## config.mk

```make
export PLATFORM = sky130hd
export DESIGN_NAME = ioc_osc_control
export DESIGN_NICKNAME = d
export VERILOG_FILES = /design/src/hdl/ioc_pkg.sv /design/src/hdl/ioc_divider.sv /design/src/hdl/ioc_osc_control.sv /design/src/hdl/ioc_trim_slew.sv
export SDC_FILE = /design/constraint.sdc
export NUM_CORES = 1
export LEC_CHECK = 0
export ABC_AREA = 1
export ABC_CLOCK_PERIOD_IN_PS = 4700
export BUFFER_PORTS_ARGS = -buffer_cell sky130_fd_sc_hd__buf_2
export CAP_MARGIN = 20
export CORE_UTILIZATION = 61
export DETAILED_ROUTE_END_ITERATION = 8
export PLACE_DENSITY = 0.79
export REMOVE_ABC_BUFFERS = 1
export SYNTH_ARGS = -nofsm -noshare
export SYNTH_HDL_FRONTEND = slang
export SYNTH_SLANG_ARGS = --single-unit
```

## constraint.sdc

```tcl
create_clock -name clock -period 4.7 [get_ports clock]
set_input_delay 0.94 -clock clock [delete_from_list [all_inputs] [get_ports clock]]
set_output_delay 0.94 -clock clock [all_outputs]
set_load 0.02 [all_outputs]
```

## src/hdl/ioc_pkg.sv

```systemverilog
// constants, register map and encodings of the internal oscillator control
// assumes one 50 MHz clock and a synchronous active-high reset
`default_nettype none
package ioc_pkg;
	localparam int ADDR_W = 3;
	localparam int DATA_W = 8;
	localparam int DIV_W = 12;
	// register offsets
	localparam logic [2:0] OFS_CTRL1 = 3'h0;
	localparam logic [2:0] OFS_FREQ = 3'h1;
	localparam logic [2:0] OFS_TRIM = 3'h2;
	localparam logic [2:0] OFS_EN = 3'h3;
	localparam logic [2:0] OFS_STAT = 3'h4;
	// field positions
	localparam int CTRL1_NEW_DIVIDER_SELECT_LSB = 0;
	localparam int CTRL1_NEW_OSC_SELECT_LSB = 4;
	localparam int EN_CONV_BIT = 2;
	localparam int STAT_ACT_LSB = 0;
	localparam int STAT_BUSY_BIT = 3;
	localparam int STAT_CONV_BIT = 4;
	// oscillator select codes
	localparam logic [2:0] SEL_HF_1M = 3'h6;
	localparam logic [2:0] SEL_HF_64M = 3'h0;
	localparam logic [2:0] SEL_LF = 3'h5;
	// frequency and divider codes
	localparam logic [3:0] FRQ_1MHZ = 4'h0;
	localparam logic [3:0] FRQ_64MHZ = 4'h8;
	localparam logic [3:0] FRQ_CODE_MAX = 4'h8;
	localparam logic [3:0] NEW_DIVIDER_SELECT_MAX = 4'h9;
	localparam logic [3:0] NEW_DIVIDER_SELECT_RESET = 4'h0;
	localparam logic [5:0] TRIM_RESET = 6'h00;
	localparam logic [1:0] BOOT_WAIT = 2'h2;
	// trim slew timing
	localparam int CLK_PERIOD_NS = 20;
	localparam int TRIM_STEP_NS = 1000;
	localparam int TRIM_STEP_CYC =
		(TRIM_STEP_NS + CLK_PERIOD_NS - 1) / CLK_PERIOD_NS;

	typedef enum logic [1:0] {
		ST_BOOT = 2'h0,
		ST_RUN = 2'h1,
		ST_SWITCH = 2'h3
	} ioc_state_e;

	// hf code -> MHz: 1,2,4,8,12,16,32,48,64
	function automatic logic [DIV_W-1:0] ratio500k(input logic [3:0] code);
		case (code)
			4'h0: ratio500k = 12'h002;
			4'h1: ratio500k = 12'h004;
			4'h2: ratio500k = 12'h008;
			4'h3: ratio500k = 12'h010;
			4'h4: ratio500k = 12'h018;
			4'h5: ratio500k = 12'h020;
			4'h6: ratio500k = 12'h040;
			4'h7: ratio500k = 12'h060;
			default: ratio500k = 12'h080;
		endcase
	endfunction

	// 31.25 kHz is 500 kHz divided by sixteen
	function automatic logic [DIV_W-1:0] ratio31k(input logic [3:0] code);
		ratio31k = DIV_W'(ratio500k(code) << 4);
	endfunction
endpackage
`default_nettype wire

```

## src/hdl/ioc_divider.sv

```systemverilog
// dynamic divider of a tick stream, ratio may change at any time
// assumes tickIn is a one-cycle enable from logic on the same clock
`default_nettype none
module ioc_divider #(
	parameter int WIDTH = 12
) (
	input wire logic clock,
	input wire logic rst,
	input wire logic tickIn,
	input wire logic [WIDTH-1:0] ratio,
	output logic tickOut
);
	logic [WIDTH-1:0] cnt_reg;
	logic [WIDTH-1:0] cnt_next;
	logic tick_reg;
	logic tick_next;

	// >= instead of == so a ratio cut mid-count wraps at once
	always_comb
	begin
		cnt_next = cnt_reg;
		tick_next = 1'b0;
		if (tickIn)
		begin
			if (cnt_reg >= ratio - WIDTH'(1))
			begin
				cnt_next = '0;
				tick_next = 1'b1;
			end
			else
				cnt_next = cnt_reg + WIDTH'(1);
		end
	end

	always_ff @(posedge clock)
	begin
		if (rst)
		begin
			cnt_reg <= '0;
			tick_reg <= 1'b0;
		end
		else
		begin
			cnt_reg <= cnt_next;
			tick_reg <= tick_next;
		end
	end

	assign tickOut = tick_reg;

	AST_DIV_CAUSE: assert property (@(posedge clock) disable iff (rst)
		tickOut |-> $past(tickIn))
		else $error("divider tick without input tick");
endmodule
`default_nettype wire

```

## src/hdl/ioc_osc_control.sv

```systemverilog
// internal oscillator control: source select, hf frequency, post divider,
// mid-frequency dividers, trim and converter oscillator enable
// assumes hfTick, lfTick and converter inputs come from same-clock logic;
// the reset select strap is a pin and is synchronised
//
// Implementation choices: the placing of the registers and the plain strobed port.
`default_nettype none
module ioc_osc_control (
	input wire logic clock,
	input wire logic rst,
	input wire logic [2:0] resetOscSelect,
	input wire logic hfTick,
	input wire logic lfTick,
	input wire logic converterSelectsRc,
	input wire logic [ioc_pkg::ADDR_W-1:0] addr,
	input wire logic [ioc_pkg::DATA_W-1:0] wrData,
	input wire logic wrStrobe,
	input wire logic rdStrobe,
	output logic [ioc_pkg::DATA_W-1:0] rdData,
	output logic [3:0] hfFreqSelect,
	output logic signed [5:0] hfTrimLevel,
	output logic sysClkTick,
	output logic [2:0] activeOsc,
	output logic lfSlowTick,
	output logic mfTick500k,
	output logic mfTick31k,
	output logic converterOscRun
);
	logic [2:0] strapMeta_reg;
	logic [2:0] strapSync_reg;
	ioc_pkg::ioc_state_e state_reg, state_next;
	logic [1:0] bootCnt_reg, bootCnt_next;
	logic [2:0] newOsc_reg, newOsc_next;
	logic [2:0] active_reg, active_next;
	logic [3:0] new_divider_select_reg, new_divider_select_next;
	logic [3:0] freq_reg, freq_next;
	logic [5:0] trim_reg, trim_next;
	logic convEn_reg, convEn_next;
	logic [ioc_pkg::DATA_W-1:0] rd_reg, rd_next;
	logic sysTick_reg, sysTick_next;
	logic lfTick_reg;
	logic [3:0] freqClamp;
	logic [3:0] ndivClamp;
	logic [ioc_pkg::DIV_W-1:0] postRatio;
	logic postTick;
	logic onHf;
	logic targetHf;
	logic selValid;

	// strap crosses in from a pin
	always_ff @(posedge clock)
	begin
		strapMeta_reg <= resetOscSelect;
		strapSync_reg <= strapMeta_reg;
	end

	// clamp codes instead of letting the table run off its end
	assign freqClamp = (freq_reg > ioc_pkg::FRQ_CODE_MAX) ?
		ioc_pkg::FRQ_CODE_MAX : freq_reg;
	assign ndivClamp = (new_divider_select_reg > ioc_pkg::NEW_DIVIDER_SELECT_MAX) ?
		ioc_pkg::NEW_DIVIDER_SELECT_MAX : new_divider_select_reg;
	assign postRatio = ioc_pkg::DIV_W'(12'h001 << ndivClamp);
	assign onHf = (active_reg != ioc_pkg::SEL_LF);
	assign targetHf = (newOsc_reg != ioc_pkg::SEL_LF);
	assign selValid = (wrData[6:4] == ioc_pkg::SEL_HF_1M)
		|| (wrData[6:4] == ioc_pkg::SEL_HF_64M)
		|| (wrData[6:4] == ioc_pkg::SEL_LF);

	always_comb
	begin
		state_next = state_reg;
		bootCnt_next = bootCnt_reg;
		newOsc_next = newOsc_reg;
		active_next = active_reg;
		new_divider_select_next = new_divider_select_reg;
		freq_next = freq_reg;
		trim_next = trim_reg;
		convEn_next = convEn_reg;
		case (state_reg)
			ioc_pkg::ST_BOOT:
			begin
				// wait until the strap synchroniser holds the pin level
				bootCnt_next = bootCnt_reg + 2'h1;
				if (bootCnt_reg == ioc_pkg::BOOT_WAIT)
				begin
					state_next = ioc_pkg::ST_RUN;
					if (strapSync_reg == ioc_pkg::SEL_LF)
					begin
						active_next = ioc_pkg::SEL_LF;
						newOsc_next = ioc_pkg::SEL_LF;
					end
					else if (strapSync_reg == ioc_pkg::SEL_HF_64M)
					begin
						active_next = ioc_pkg::SEL_HF_64M;
						newOsc_next = ioc_pkg::SEL_HF_64M;
						freq_next = ioc_pkg::FRQ_64MHZ;
					end
					else
					begin
						active_next = ioc_pkg::SEL_HF_1M;
						newOsc_next = ioc_pkg::SEL_HF_1M;
						freq_next = ioc_pkg::FRQ_1MHZ;
					end
				end
			end
			ioc_pkg::ST_RUN:
			begin
				if (newOsc_reg != active_reg)
					state_next = ioc_pkg::ST_SWITCH;
			end
			ioc_pkg::ST_SWITCH:
			begin
				// switch lands on the first tick of the target source
				if ((targetHf && hfTick) || (!targetHf && lfTick))
				begin
					active_next = newOsc_reg;
					state_next = ioc_pkg::ST_RUN;
				end
			end
			default: state_next = ioc_pkg::ST_BOOT;
		endcase
		if (wrStrobe && state_reg != ioc_pkg::ST_BOOT)
		begin
			case (addr)
				ioc_pkg::OFS_CTRL1:
				begin
					if (selValid)
						newOsc_next = wrData[6:4];
					new_divider_select_next = wrData[3:0];
				end
				ioc_pkg::OFS_FREQ: freq_next = wrData[3:0];
				ioc_pkg::OFS_TRIM: trim_next = wrData[5:0];
				ioc_pkg::OFS_EN: convEn_next = wrData[ioc_pkg::EN_CONV_BIT];
				default: ;
			endcase
		end
	end

	always_ff @(posedge clock)
	begin
		if (rst)
		begin
			state_reg <= ioc_pkg::ST_BOOT;
			bootCnt_reg <= 2'h0;
			newOsc_reg <= ioc_pkg::SEL_HF_1M;
			active_reg <= ioc_pkg::SEL_HF_1M;
			new_divider_select_reg <= ioc_pkg::NEW_DIVIDER_SELECT_RESET;
			freq_reg <= ioc_pkg::FRQ_1MHZ;
			trim_reg <= ioc_pkg::TRIM_RESET;
			convEn_reg <= 1'b0;
		end
		else
		begin
			state_reg <= state_next;
			bootCnt_reg <= bootCnt_next;
			newOsc_reg <= newOsc_next;
			active_reg <= active_next;
			new_divider_select_reg <= new_divider_select_next;
			freq_reg <= freq_next;
			trim_reg <= trim_next;
			convEn_reg <= convEn_next;
		end
	end

	// read path, data one cycle after the strobe; unmapped reads zero
	always_comb
	begin
		rd_next = '0;
		if (rdStrobe)
		begin
			case (addr)
				ioc_pkg::OFS_CTRL1: rd_next = {1'b0, newOsc_reg, new_divider_select_reg};
				ioc_pkg::OFS_FREQ: rd_next = {4'h0, freq_reg};
				ioc_pkg::OFS_TRIM: rd_next = {2'h0, trim_reg};
				ioc_pkg::OFS_EN:
					rd_next[ioc_pkg::EN_CONV_BIT] = convEn_reg;
				ioc_pkg::OFS_STAT:
				begin
					rd_next[2:0] = active_reg;
					rd_next[ioc_pkg::STAT_BUSY_BIT] =
						(state_reg != ioc_pkg::ST_RUN);
					rd_next[ioc_pkg::STAT_CONV_BIT] = converterOscRun;
				end
				default: rd_next = '0;
			endcase
		end
	end

	// system tick comes only from hf post divider or lf; mid ticks excluded
	always_comb
	begin
		sysTick_next = onHf ? postTick : lfTick;
	end

	always_ff @(posedge clock)
	begin
		if (rst)
		begin
			rd_reg <= '0;
			sysTick_reg <= 1'b0;
			lfTick_reg <= 1'b0;
		end
		else
		begin
			rd_reg <= rd_next;
			sysTick_reg <= sysTick_next;
			lfTick_reg <= lfTick;
		end
	end

	ioc_divider #(.WIDTH(ioc_pkg::DIV_W)) postDiv (
		.clock(clock),
		.rst(rst),
		.tickIn(hfTick),
		.ratio(postRatio),
		.tickOut(postTick)
	);

	// ratios follow the hf code so the mid rates stay fixed
	ioc_divider #(.WIDTH(ioc_pkg::DIV_W)) mid500Div (
		.clock(clock),
		.rst(rst),
		.tickIn(hfTick),
		.ratio(ioc_pkg::ratio500k(freqClamp)),
		.tickOut(mfTick500k)
	);

	ioc_divider #(.WIDTH(ioc_pkg::DIV_W)) mid31Div (
		.clock(clock),
		.rst(rst),
		.tickIn(hfTick),
		.ratio(ioc_pkg::ratio31k(freqClamp)),
		.tickOut(mfTick31k)
	);

	// trim steers hf only; lf tick path has no trim input
	ioc_trim_slew #(.STEP_CYC(ioc_pkg::TRIM_STEP_CYC)) trimSlew (
		.clock(clock),
		.rst(rst),
		.target(trim_reg),
		.level(hfTrimLevel)
	);

	assign rdData = rd_reg;
	assign hfFreqSelect = freqClamp;
	assign sysClkTick = sysTick_reg;
	assign activeOsc = active_reg;
	assign lfSlowTick = lfTick_reg;
	// converter oscillator is a fixed 600 kHz macro; only its run is ours
	assign converterOscRun = convEn_reg || converterSelectsRc;

	AST_BOOT_1M: assert property (@(posedge clock) disable iff (rst)
		(state_reg == ioc_pkg::ST_BOOT && state_next == ioc_pkg::ST_RUN
		&& strapSync_reg == ioc_pkg::SEL_HF_1M) |=>
		(hfFreqSelect == ioc_pkg::FRQ_1MHZ
		&& activeOsc == ioc_pkg::SEL_HF_1M))
		else $error("strap 110 did not start hf at 1 MHz");
	AST_BOOT_64M: assert property (@(posedge clock) disable iff (rst)
		(state_reg == ioc_pkg::ST_BOOT && state_next == ioc_pkg::ST_RUN
		&& strapSync_reg == ioc_pkg::SEL_HF_64M) |=>
		(hfFreqSelect == ioc_pkg::FRQ_64MHZ))
		else $error("strap 000 did not start hf at 64 MHz");
	AST_SWITCH: assert property (@(posedge clock) disable iff (rst)
		(wrStrobe && addr == ioc_pkg::OFS_CTRL1 && selValid
		&& state_reg == ioc_pkg::ST_RUN && wrData[6:4] != activeOsc) |=>
		##1 (state_reg == ioc_pkg::ST_SWITCH))
		else $error("select write did not start a switch");
	AST_FREQ_CAP: assert property (@(posedge clock) disable iff (rst)
		hfFreqSelect <= ioc_pkg::FRQ_CODE_MAX)
		else $error("hf frequency code above the 64 MHz setting");
	AST_FREQ_WRITE: assert property (@(posedge clock)
		disable iff (rst)
		(wrStrobe && addr == ioc_pkg::OFS_FREQ && state_reg != ioc_pkg::ST_BOOT
		&& wrData[3:0] <= ioc_pkg::FRQ_CODE_MAX) |=>
		(hfFreqSelect == $past(wrData[3:0])))
		else $error("frequency write not applied");
	AST_DIV_RANGE: assert property (@(posedge clock)
		disable iff (rst)
		postRatio >= 12'h001 && postRatio <= 12'h200)
		else $error("post divider ratio out of 1 to 512");
	AST_SYS_SRC: assert property (@(posedge clock) disable iff (rst)
		sysClkTick |-> $past(onHf ? postTick : lfTick))
		else $error("system tick from a source other than hf or lf");
	AST_TRIM_RD: assert property (@(posedge clock) disable iff (rst)
		(rdStrobe && addr == ioc_pkg::OFS_TRIM) |=>
		(rdData == {2'h0, $past(trim_reg)}))
		else $error("trim read mismatch");
	AST_CONV_AUTO: assert property (@(posedge clock)
		disable iff (rst)
		(converterSelectsRc || convEn_reg) |-> converterOscRun)
		else $error("converter oscillator not running when required");
	AST_CONV_OFF: assert property (@(posedge clock)
		disable iff (rst)
		(!converterSelectsRc && !convEn_reg) |-> !converterOscRun)
		else $error("converter oscillator running without cause");

	COV_SWITCH_LF: cover property (@(posedge clock) disable iff (rst)
		state_reg == ioc_pkg::ST_SWITCH ##[1:200] activeOsc == ioc_pkg::SEL_LF);
	COV_MID31: cover property (@(posedge clock) disable iff (rst) mfTick31k);
	COV_TRIM_MIN: cover property (@(posedge clock) disable iff (rst)
		trim_reg == 6'h20);
endmodule
`default_nettype wire

```

## src/hdl/ioc_trim_slew.sv

```systemverilog
// moves the applied trim level one step at a time toward the target
// assumes target comes from a register on the same clock
`default_nettype none
module ioc_trim_slew #(
	parameter int STEP_CYC = 50
) (
	input wire logic clock,
	input wire logic rst,
	input wire logic signed [5:0] target,
	output logic signed [5:0] level
);
	logic signed [5:0] level_reg;
	logic signed [5:0] level_next;
	logic [15:0] cnt_reg;
	logic [15:0] cnt_next;

	always_comb
	begin
		level_next = level_reg;
		cnt_next = cnt_reg;
		if (level_reg == target)
			cnt_next = '0;
		else if (cnt_reg >= 16'(STEP_CYC - 1))
		begin
			cnt_next = '0;
			if (target > level_reg)
				level_next = level_reg + 6'sd1;
			else
				level_next = level_reg - 6'sd1;
		end
		else
			cnt_next = cnt_reg + 16'h0001;
	end

	always_ff @(posedge clock)
	begin
		if (rst)
		begin
			level_reg <= '0;
			cnt_reg <= '0;
		end
		else
		begin
			level_reg <= level_next;
			cnt_reg <= cnt_next;
		end
	end

	assign level = level_reg;

	AST_TRIM_GRADUAL: assert property (@(posedge clock)
		disable iff (rst)
		$changed(level) |-> ($past(level) - level == 6'sd1
		|| level - $past(level) == 6'sd1))
		else $error("trim level jumped by more than one step");
endmodule
`default_nettype wire

```

# Yosys cells after proc, flatten, opt, wreduce, memory -nomap -nowiden
# Memory sizes are Yosys's and may differ from the RTL's.
# Cells that the tools add are included.
word_totals:
  reg_bits: 102
  romBits: 96
  out_inout_bits: 26
  mem_count: 2
memory_table:
  columns: ["memory", "depth", "word_bits", "rd", "rd_clocked_by_memory_dff", "write_ports", "line_no", "rtl"]
  rows:
  - ["(no name shown)", 8, 6, 1, 0, 0, "ioc_pkg.sv:47", "case (code)"]
  - ["(no name shown)", 8, 6, 1, 0, 0, "ioc_pkg.sv:47", null]
classes:
  n_addsub: 10
  n_lt_le_gt_ge: 7
  eq_ne: 18
  shift: 1
  mux: 36
  n_bitwise: 3
  n_reduce_logical: 23
op_table:
  columns: ["op", "n"]
  rows:
  - ["$mux 12", 4]
  - ["$add 12x1->12 const B", 3]
  - ["$ge 12x12->1", 3]
  - ["$sub 12x1->12 const B", 3]
  - ["$mux 4", 8]
  - ["$mux 3", 9]
  - ["$add 16x1->16 const B", 1]
  - ["$ge 16x6->1 const B", 1]
  - ["$pmux 2 s4", 2]
  - ["$eq 3x3->1 const B", 4]
  - ["$shl 1x4->12 const A", 1]
  - ["$logic_not 3->1", 3]
  - ["$gt 4x4->1 const B", 2]
  - ["$mux 8", 1]
  - ["$reduce_and 2->1", 4]
  - ["$add 6x2->6 const B", 1]
  - ["$eq 3x2->1 const B", 2]
  - ["$eq 6x6->1", 1]
  - ["$gt 6x6->1", 1]
  - ["$mux 2", 3]
  - ["$mux 6", 1]
  - ["$ne 2x2->1 const B", 3]
  - ["$ne 3x3->1 const B", 2]
  - ["$pmux 2 s3", 1]
  - ["20 further kinds", 34]

# Longest topological paths before layout
# Gate-level depths: netlist of the first run.
depth:
  ltp_word: 8
  ltp_mapped: 21

# Modules after synthesis
# From an unflattened synthesis of the first run, not the netlist that was laid out.
hier_totals:
  hier_cells: 868
  area_unflattened_um2: 6344.8
modules_own_cells:
  columns: ["mod", "n_inst", "cells_each", "area_each_um2"]
  rows:
  - ["ioc_divider at mid31Div ...", 2, 152, 1117.3]
  - ["ioc_osc_control", 1, 276, 1876.8]
  - ["ioc_divider at postDiv", 1, 153, 1123.6]
  - ["ioc_trim_slew", 1, 135, 1109.8]

# Least setup slack after synthesis of the first run
# OpenSTA, ideal clock, no wires.
synth_path:
  path_kind: "register to register"
  start: "reg trimSlew.level_reg[1] (netlist: trimSlew.level[1])"
  end: "reg trimSlew.level_reg[5] (netlist: trimSlew.level[5])"
  setup_time_ns: 0.115
  arrival_time_ns: 2.408
  t_required_ns: 4.585
  path_slack_ns: 2.177
  stages_incl_launch_ff: 20
  synth_period_minus_slack_ns: 2.523
  cell_sequence: "dfxtp_1 -> inv_1 -> ha_1 -> nand2_1 -> nand2_1 -> nand2_1 -> nand3_1 -> nand2_1 -> nand3_1 -> ha_1 -> nand2_1 -> nand2_1 -> nand3_1 -> nand2_1 -> nor2_1 -> nand3_1 -> nand2_2 -> inv_2 -> a21oi_1 -> nor2_1"
synth_between:
  elab_chain_len: 3
  word_cells_on_any_way: 7
  cone_classes: "add/sub (2); order compare (1); eq/ne (1); mux (1); bitwise (1); reduce/logical (1)"
synth_lines:
  columns: ["element", "line_no", "rtl"]
  rows:
  - ["start: declaration", "ioc_trim_slew.sv:12", "logic signed [5:0] level_reg;"]
  - ["start signal: assignment", "ioc_trim_slew.sv:44", "level_reg <= level_next;"]
  - ["parallel branches: the longest is 3 deep, another holds $sub 6x2->6", null, null]
# Several ways; the timed one is not identified.
# A chain may end at the register's enable or synchronous reset.

# Worst setup path after layout of the first run
layout_path:
  start: "reg freq_reg[0]"
  end: "reg mid500Div.cnt_reg[10]"
layout_between:
  elab_chain_len: 7
layout_lines:
  columns: ["element", "line_no", "rtl"]
  rows:
  - ["start: declaration", "ioc_osc_control.sv:36", "logic [3:0] freq_reg, freq_next;"]
  - ["start signal: assignment", "ioc_osc_control.sv:148", "freq_reg <= ioc_pkg::FRQ_1MHZ;"]
  - ["start signal: assignment", "ioc_osc_control.sv:159", "freq_reg <= freq_next;"]
  - ["$gt 4x4->1", "ioc_osc_control.sv:58", "assign freqClamp = (freq_reg > ioc_pkg::FRQ_CODE_MAX) ?"]
  - ["$mux 4 (*)", "ioc_osc_control.sv:58", null]
  - ["$mem_v2 8x6", null, null]
  - ["$mux 12 (*)", "ioc_pkg.sv:47", null]
  - ["$sub 12x1->12 (*)", "ioc_divider.sv:25", "if (cnt_reg >= ratio - WIDTH'(1))"]
  - ["$ge 12x12->1 (*)", "ioc_divider.sv:25", null]
  - ["$mux 12 (*)", "ioc_divider.sv:25", null]
  - ["end signal: assignment", "ioc_divider.sv:44", "cnt_reg <= cnt_next;"]
  - ["end: declaration", "ioc_divider.sv:13", "logic [WIDTH-1:0] cnt_reg;"]
# Mark *: on every way between the ends. The rest lies on a longest branch, timed or not.

==> run_results.csv, run 1 <==
group,metric,value,unit
cts,hold_buffers,0,
synth,ys.warnings.count,0,
timing,period_minus_slack,2.75,ns
synth,postSynth.asyncResetShare,0,
synth,synth_fa_ha_area_frac,0.118,
final_layout,fin_area,5900,sq um
outcome,status,"completed",
cts,clockRootBuffer,"clkbuf_8",
global_route,grt.overflow.total,0,
cts,cts.htree.levels,3,
synth,syn_inst,691,
route,avgViaCountPerCell,5.46,
die,coreArea,8380,sq um
final_layout,multi_input_area,3040,sq um
die,start_util,0.642,
route,initialDrtViolationCount,206,
final_layout,layout_common_cells,"104 x nand2_1, 101 x dfxtp_1, 87 x nor2_1",
timing,max_freq,364,MHz
route,wl_per_cell,13.0,um
synth,synth_edf_count,0,
synth,yosysSeqAreaShare,0.376,
setup_path,worstSetupStartpointType,"register",
global_route,grt_pass1_vias,4403,
flow_run,drv_cap,0,
synth,synth.mux.area_fraction,0,
placement,portBuffers,44,
final_layout,antenna_cells,0,
power,leakage,2.64,nW
global_route,grt_pass1_wl,18.6,mm
global_route,grt_usage,0.257,
cts,cts_buffers,9,
synth,avgSynthCellArea,7.79,sq um
cts,cts_sinks,101,
synth,syn_area,5380,sq um
setup_path,cp.arrival,2.99,ns
setup_path,required,4.95,ns
final_layout,drive_above_1_share,0.124,
timing,final.setup.tns,0,ns
final_layout,area_growth_syn_to_layout,9.60,%
final_layout,layout.nets,818,
cts,post_cts_resized,0,
timing,final-hold-violation-count,0,
setup_path,critPathMaxFanout,11,
synth,synth_ff_type,"dfxtp_1",
setup_path,endpoint_kind,"register",
timing,rsz0062_at_grt,"no",
final_layout,largest_reg_flops,16,
cts,insertion_delay,0.37,ns
timing,skew,0.0102,ns
placement,gp_congestion,0.950,
route,drc,0,
cts,cts_tree,"yes",
final_layout,final_common_cell,"nand2_1",
synth,synth_xor_area_frac,0.0635,
cts,clock_path_buffers,2,
placement,post_dp_cell_area,5710,sq um
die,rows,33,
timing,fin_crit_sh,0.585,
cts,clk_pin_slew,0.11,ns
die,dieWidth,95.9,um
setup_path,critical_path_class,"reg2reg",
synth,synth_seq_cells,101,
synth,synth-simple-area-share,0.255,
power,power_density,391,nW/um^2
global_route,grt_max_degree,30,
final_layout,ff_latch_area,2020,sq um
synth,synth_compound_area_frac,0.116,
route,ant_nets,0,
placement,dpl.hpwl,8.66,mm
die,die_y,95.9,um
timing,slew_violations,0,
final_layout,n_fill_cell,699,
route,first_pass_iters,4,
die,io_pins,47,
synth,synth_top_family_by_area,"simple AND/OR/NAND/NOR gates",
final_layout,fin_util,0.704,
synth,synth_cell_type_count,42,
worst_hold_path,hold_class,"reg2reg",
route,vias,4679,
die,die_area,9200,sq um
timing,finalSetupViolCount,0,
power,vdd_ir_drop_max,454,uV
power,p_total,2.31,mW
route,drt_wl_total,11.1,mm
global_route,antenna_found_initial,0,
cts,postCtsSetupRepairBufs,0,
## stage by stage
stage	std cells	hold WS, ns	worst slack (ns)
5_1_grt	857	0.344	1.67
6_report	857	0.339	1.95
3_5_place_dp	841	0.313	1.99
3_3_place_gp	841	0.311	2.06
4_1_cts	857	0.341	1.96
2_1_floorplan	691	0.310	2.18
## area by class of cell
class                           instances  share of cell area
Multi-Input combinational cell        512               0.515
Sequential cell                       101               0.343
Inverter                               78              0.0496
Timing Repair Buffer                   45              0.0386
Tap cell                              105              0.0223
Clock buffer                            9              0.0210
Clock inverter                          7              0.0110
## where the power goes
| group | leakage, nW | switching [mW] | internal [mW] |
|---|---|---|---|
| registers | 0.825 | 0.0668 | 0.928 |
| logic | 1.71 | 0.488 | 0.288 |
| clock network | 0.0982 | 0.330 | 0.206 |
| total | 2.64 | 0.884 | 1.42 |
## cell families (layout without fill, tap and decap cells)
kind of cell	count (synthesis)	in the layout
xor+xnor	39	39
other cells	2	17
compound gates	113	113
fa+ha+maj	50	50
flops	101	101
buf+inv	93	139
simple gates	293	293
## critical path: stages, from the launching register on
cell and delay [ns]:
dfxtp_1 0.40, nor2_1 0.15, nand2_1 0.09, nor2_1 0.23, inv_1 0.08, ha_1 0.24
nand2_1 0.10, xnor2_1 0.09, ha_1 0.31, a21oi_1 0.06, o21ai_0 0.19, nand2_1 0.11
nand3_1 0.12, nand2_1 0.06, nand2_1 0.31, nor2_1 0.08
## path summary, 6_finish.rpt
path	startpoint	end	slack [ns]	cells past startpoint
worst max register to register	freq_reg[0]	mid500Div.cnt_reg[10]	1.95	15
worst min-delay path	strapMeta_reg[2]	strapSync_reg[2]	0.34	0
worst min register to register	strapMeta_reg[2]	strapSync_reg[2]	0.34	0
worst max-delay path	freq_reg[0]	mid500Div.cnt_reg[10]	1.95	15
## cells in the mapped netlist (2+ instances only)
| master | n | area (sq um) |
|---|---|---|
| nand2_2 | 5 | 31.3 |
| clkbuf_1 | 5 | 18.8 |
| xnor2_1 | 15 | 131 |
| buf_2 | 4 | 20.0 |
| o21ai_0 | 34 | 170 |
| nor2_4 | 4 | 45.0 |
| inv_1 | 73 | 274 |
| o21ai_1 | 3 | 15.0 |
| nor4_1 | 3 | 18.8 |
| nand2_1 | 104 | 390 |
| inv_2 | 4 | 15.0 |
| a21oi_1 | 52 | 260 |
| nand3_1 | 39 | 195 |
| dfxtp_1 | 101 | 2020 |
| conb_1 | 2 | 7.51 |
| nand4_1 | 20 | 125 |
| o31ai_1 | 2 | 15.0 |
| nor2_2 | 5 | 31.3 |
| nand3b_1 | 2 | 15.0 |
| and3_1 | 2 | 12.5 |
| xor2_1 | 24 | 210 |
| nor3_1 | 10 | 50.1 |
| ha_1 | 49 | 613 |
| a221oi_1 | 3 | 26.3 |
| o211ai_1 | 7 | 52.6 |
| or2_2 | 3 | 18.8 |
| nor2_1 | 87 | 327 |
| o22ai_1 | 4 | 25.0 |
| nor3_2 | 5 | 50.1 |
| a31oi_1 | 4 | 25.0 |
| buf_4 | 5 | 37.5 |
## layer usage
| layer | wire length (um) | global-route usage | vias up |
|---|---|---|---|
| met5 | 0 | 0 | - |
| met4 | 247 | 0.107 | 0 |
| met3 | 372 | 0.0442 | 26 |
| met2 | 5370 | 0.457 | 96 |
| met1 | 5130 | 0.305 | 2156 |
| li1 | - | - | 2401 |
Power figures use the tool's default switching activity.
==> run 2, diff against run 1 <==
ABC_AREA = 0   (was 1)
ABC_CLOCK_PERIOD_IN_PS = 2900   (was 4700)
CORE_UTILIZATION = 60   (was 61)
PLACE_DENSITY = 0.78   (was 0.79)
clock period = 2.9 ns   (was 4.7 ns; I/O delays follow)
==> run 2 against run 1 <==
Compared with the run above:
- flip-flop and latch count is the same
- area after synthesis fell by 2.0%
- critical path type unchanged
- setup slack got worse by 1.9 ns
- largest power group unchanged
==> run_results.csv, run 2 <==
group,metric,value,unit
outcome,status,"completed",
synth,avgSynthCellArea,8.69,sq um
final_layout,drive_above_1_share,0.187,
power,p_sw,1.31,mW
timing,fin_ws,0.0721,ns
cts,cts_sinks,101,
cts,cts_tree,"yes",
die,die_area,9170,sq um
power,vdd_ir_drop_max,372,uV
setup_path,critPathBufInv,1,
placement,dpl.hpwl,8.63,mm
route,ant_nets,0,
timing,fin_crit_sh,0.975,
cts,clockRootBuffer,"clkbuf_8",
timing,max_freq,354,MHz
die,dieWidth,95.8,um
final_layout,fin_util,0.737,
cts,cts_buffers,9,
setup_path,worst_path_largest_cell_delay,0.55,ns
final_layout,final_common_cell,"nor2_1",
final_layout,area_growth_syn_to_layout,17.0,%
cts,clock_path_buffers,2,
die,io_pins,47,
synth,syn_inst,607,
route,first_pass_iters,5,
setup_path,required,3.21,ns
synth,syn_area,5280,sq um
route,avgViaCountPerCell,5.68,
route,initialDrtViolationCount,196,
power,intPower,2.53,mW
power,switching_share,0.341,
final_layout,largest_reg_flops,16,
cts,cts.htree.levels,3,
setup_path,critical_path_class,"reg2reg",
cts,insertion_delay,0.38,ns
final_layout,layout.nets,751,
cts,clk_pin_slew,0.10,ns
power,p_seq_frac,0.411,
final_layout,n_fill_cell,658,
die,die_y,95.8,um
synth,ys_top_cells_by_area,"dfxtp_1 38%, ha_1 12%, nor2_1 7.1%",
synth,synth_area_leader_cell,"dfxtp_1",
flow_run,drv_cap,0,
power,p_total,3.84,mW
setup_path,cp.arrival,3.14,ns
power,power_frac_comb,0.344,
final_layout,fin_area,6180,sq um
setup_path,cpMaxStageDelayCell,"or4_4",
worst_hold_path,hold_class,"in2reg",
route,vias,4487,
synth,synth_top_area_share,0.383,
placement,portBuffers,44,
timing,max_slew_margin,0.618,
synth,synth_seq_cells,101,
synth,post-synth-top-count-cell,"dfxtp_1",
global_route,antenna_found_initial,0,
final_layout,antenna_cells,0,
timing,skew,0.0119,ns
die,coreArea,8380,sq um
synth,ys.warnings.count,0,
setup_path,cp_top_family,"compound AO/OA/AOI/OAI gates",
power,leakage,2.61,nW
power,clock_power_share,0.245,
timing,tightestPinTransition,0.572,ns
synth,netlist_top_cells_count,"101 x dfxtp_1, 100 x nor2_1, 51 x nand2_1",
global_route,grt_pass1_vias,4368,
route,wl_per_cell,15.0,um
setup_path,worstSetupStartpointType,"register",
global_route,grt.overflow.total,0,
synth,postSynth.asyncResetShare,0,
setup_path,critPathMaxFanout,6,
timing,slew_violations,0,
synth,synth_cell_type_count,55,
power,power_density,622,nW/um^2
setup_path,cp_cell_sequence,"or4_4 -> ha_4 -> nor3_4 -> a21o_1 -> a32oi_2 -> ha_1 -> nand2_2 -> o21ai_1 -> a221o_1 -> a21oi_4 -> buf_12 -> nand3_2 -> a21oi_2",
synth,yosysSeqAreaShare,0.383,
placement,gp_congestion,0.898,
global_route,grt_pass1_wl,19.4,mm
timing,final-hold-violation-count,0,
die,rows,33,
route,drt_wl_total,11.8,mm
placement,place_ws,-0.0527,ns
final_layout,layout_common_cells,"98 x nor2_1, 95 x dfxtp_1, 49 x nand2_1",
synth,synth_edf_count,0,
placement,post_dp_cell_area,5720,sq um
setup_path,endpoint_kind,"register",
global_route,grt_max_degree,18,
synth,synth_ff_type,"dfxtp_1",
timing,period_minus_slack,2.83,ns
global_route,grt_usage,0.274,
timing,finalSetupViolCount,0,
route,drc,0,
die,start_util,0.629,
[run 2: changes by cell type in the layout (fill, tap and decap cells not counted), sizes merged, moves of 8 or more]
cell   before  now
xnor2      15   24
nor3       15    7
a21oi      53   32
a21o        0   13
nand2     110   51
nand3      40   16
nor2b       0   10
mux2i       0   22
buf        45   68
nand4      20   11
inv        82   24
o21ai      37   19
[run 2: path summary, 6_finish.rpt]
| check | cells after the start | to | slack (ns) | start |
|---|---|---|---|---|
| max | 13 | postDiv.cnt_reg[0] | 0.07 | new_divider_select_reg[1] |
| min | 1 | strapMeta_reg[1] | 0.30 | resetOscSelect[1] |
| max reg2reg | 13 | postDiv.cnt_reg[0] | 0.07 | new_divider_select_reg[1] |
| min reg2reg | 0 | strapSync_reg[0] | 0.34 | strapMeta_reg[0] |
[run 2: area by class of cell]
class                   count  area [sq um]  area share
multi-input cells         478          3310       0.535
clock buffers              11           141      0.0229
inverters                  22          82.6      0.0134
flip-flops and latches    101          2030       0.329
clock inverters             5          67.6      0.0109
well taps                 105           131      0.0213
repair buffers             68           413      0.0669
[run 2: logic make-up after synthesis]
group | count (synthesis) | share of synthesized area
fa+ha+maj | 50 | 0.120
compound gates | 100 | 0.122
buf+inv | 44 | 0.0339
simple gates | 241 | 0.216
mux | 24 | 0.0481
flops | 101 | 0.383
xor+xnor | 45 | 0.0747
other cells | 2 | 0.00142
[run 2: stage by stage]
step,hold slack [ns],instances,TNS (ns)
floorplan,0.310,600,-0.0792
global placement,0.311,767,0
detailed placement,0.314,767,-0.353
CTS,0.282,783,0
global route,0.275,790,-0.543
finish,0.296,790,0
[run 2: timing repair]
item,4_1_cts,5_1_grt
hold buffers,0,0
gates cloned,0,1
hold endpoints to repair,0,0
buffers inserted,0,7
pin swaps,1,15
setup endpoints to repair,13,37
gates resized for setup,8,35
[run 2: worst register-to-register path, stage by stage, from the launching register on]
cell and delay [ns]:
dfxtp_2 0.33, or4_4 0.55, ha_4 0.20, nor3_4 0.11, a21o_1 0.11, a32oi_2 0.10
ha_1 0.32, nand2_2 0.09, o21ai_1 0.07, a221o_1 0.35, a21oi_4 0.15, buf_12 0.14
nand3_2 0.08, a21oi_2 0.16
[run 2: power by group through the flow]
stage	logic [mW]	clock network [mW]	registers, mW
finish	1.32	0.941	1.58
global route	1.43	1.01	1.59
CTS	1.21	0.961	1.57
detailed placement	1.19	0	1.60
global placement	1.13	0	1.60
floorplan	0.811	0	1.65
[run 2: metal layers]
layer | vias to the layer above | GRT usage | part of all wire
li1 | 2238 | - | -
met1 | 2129 | 0.330 | 0.45
met2 | 101 | 0.474 | 0.49
met3 | 19 | 0.0577 | 0.044
met4 | 0 | 0.116 | 0.018
met5 | - | 0 | 0
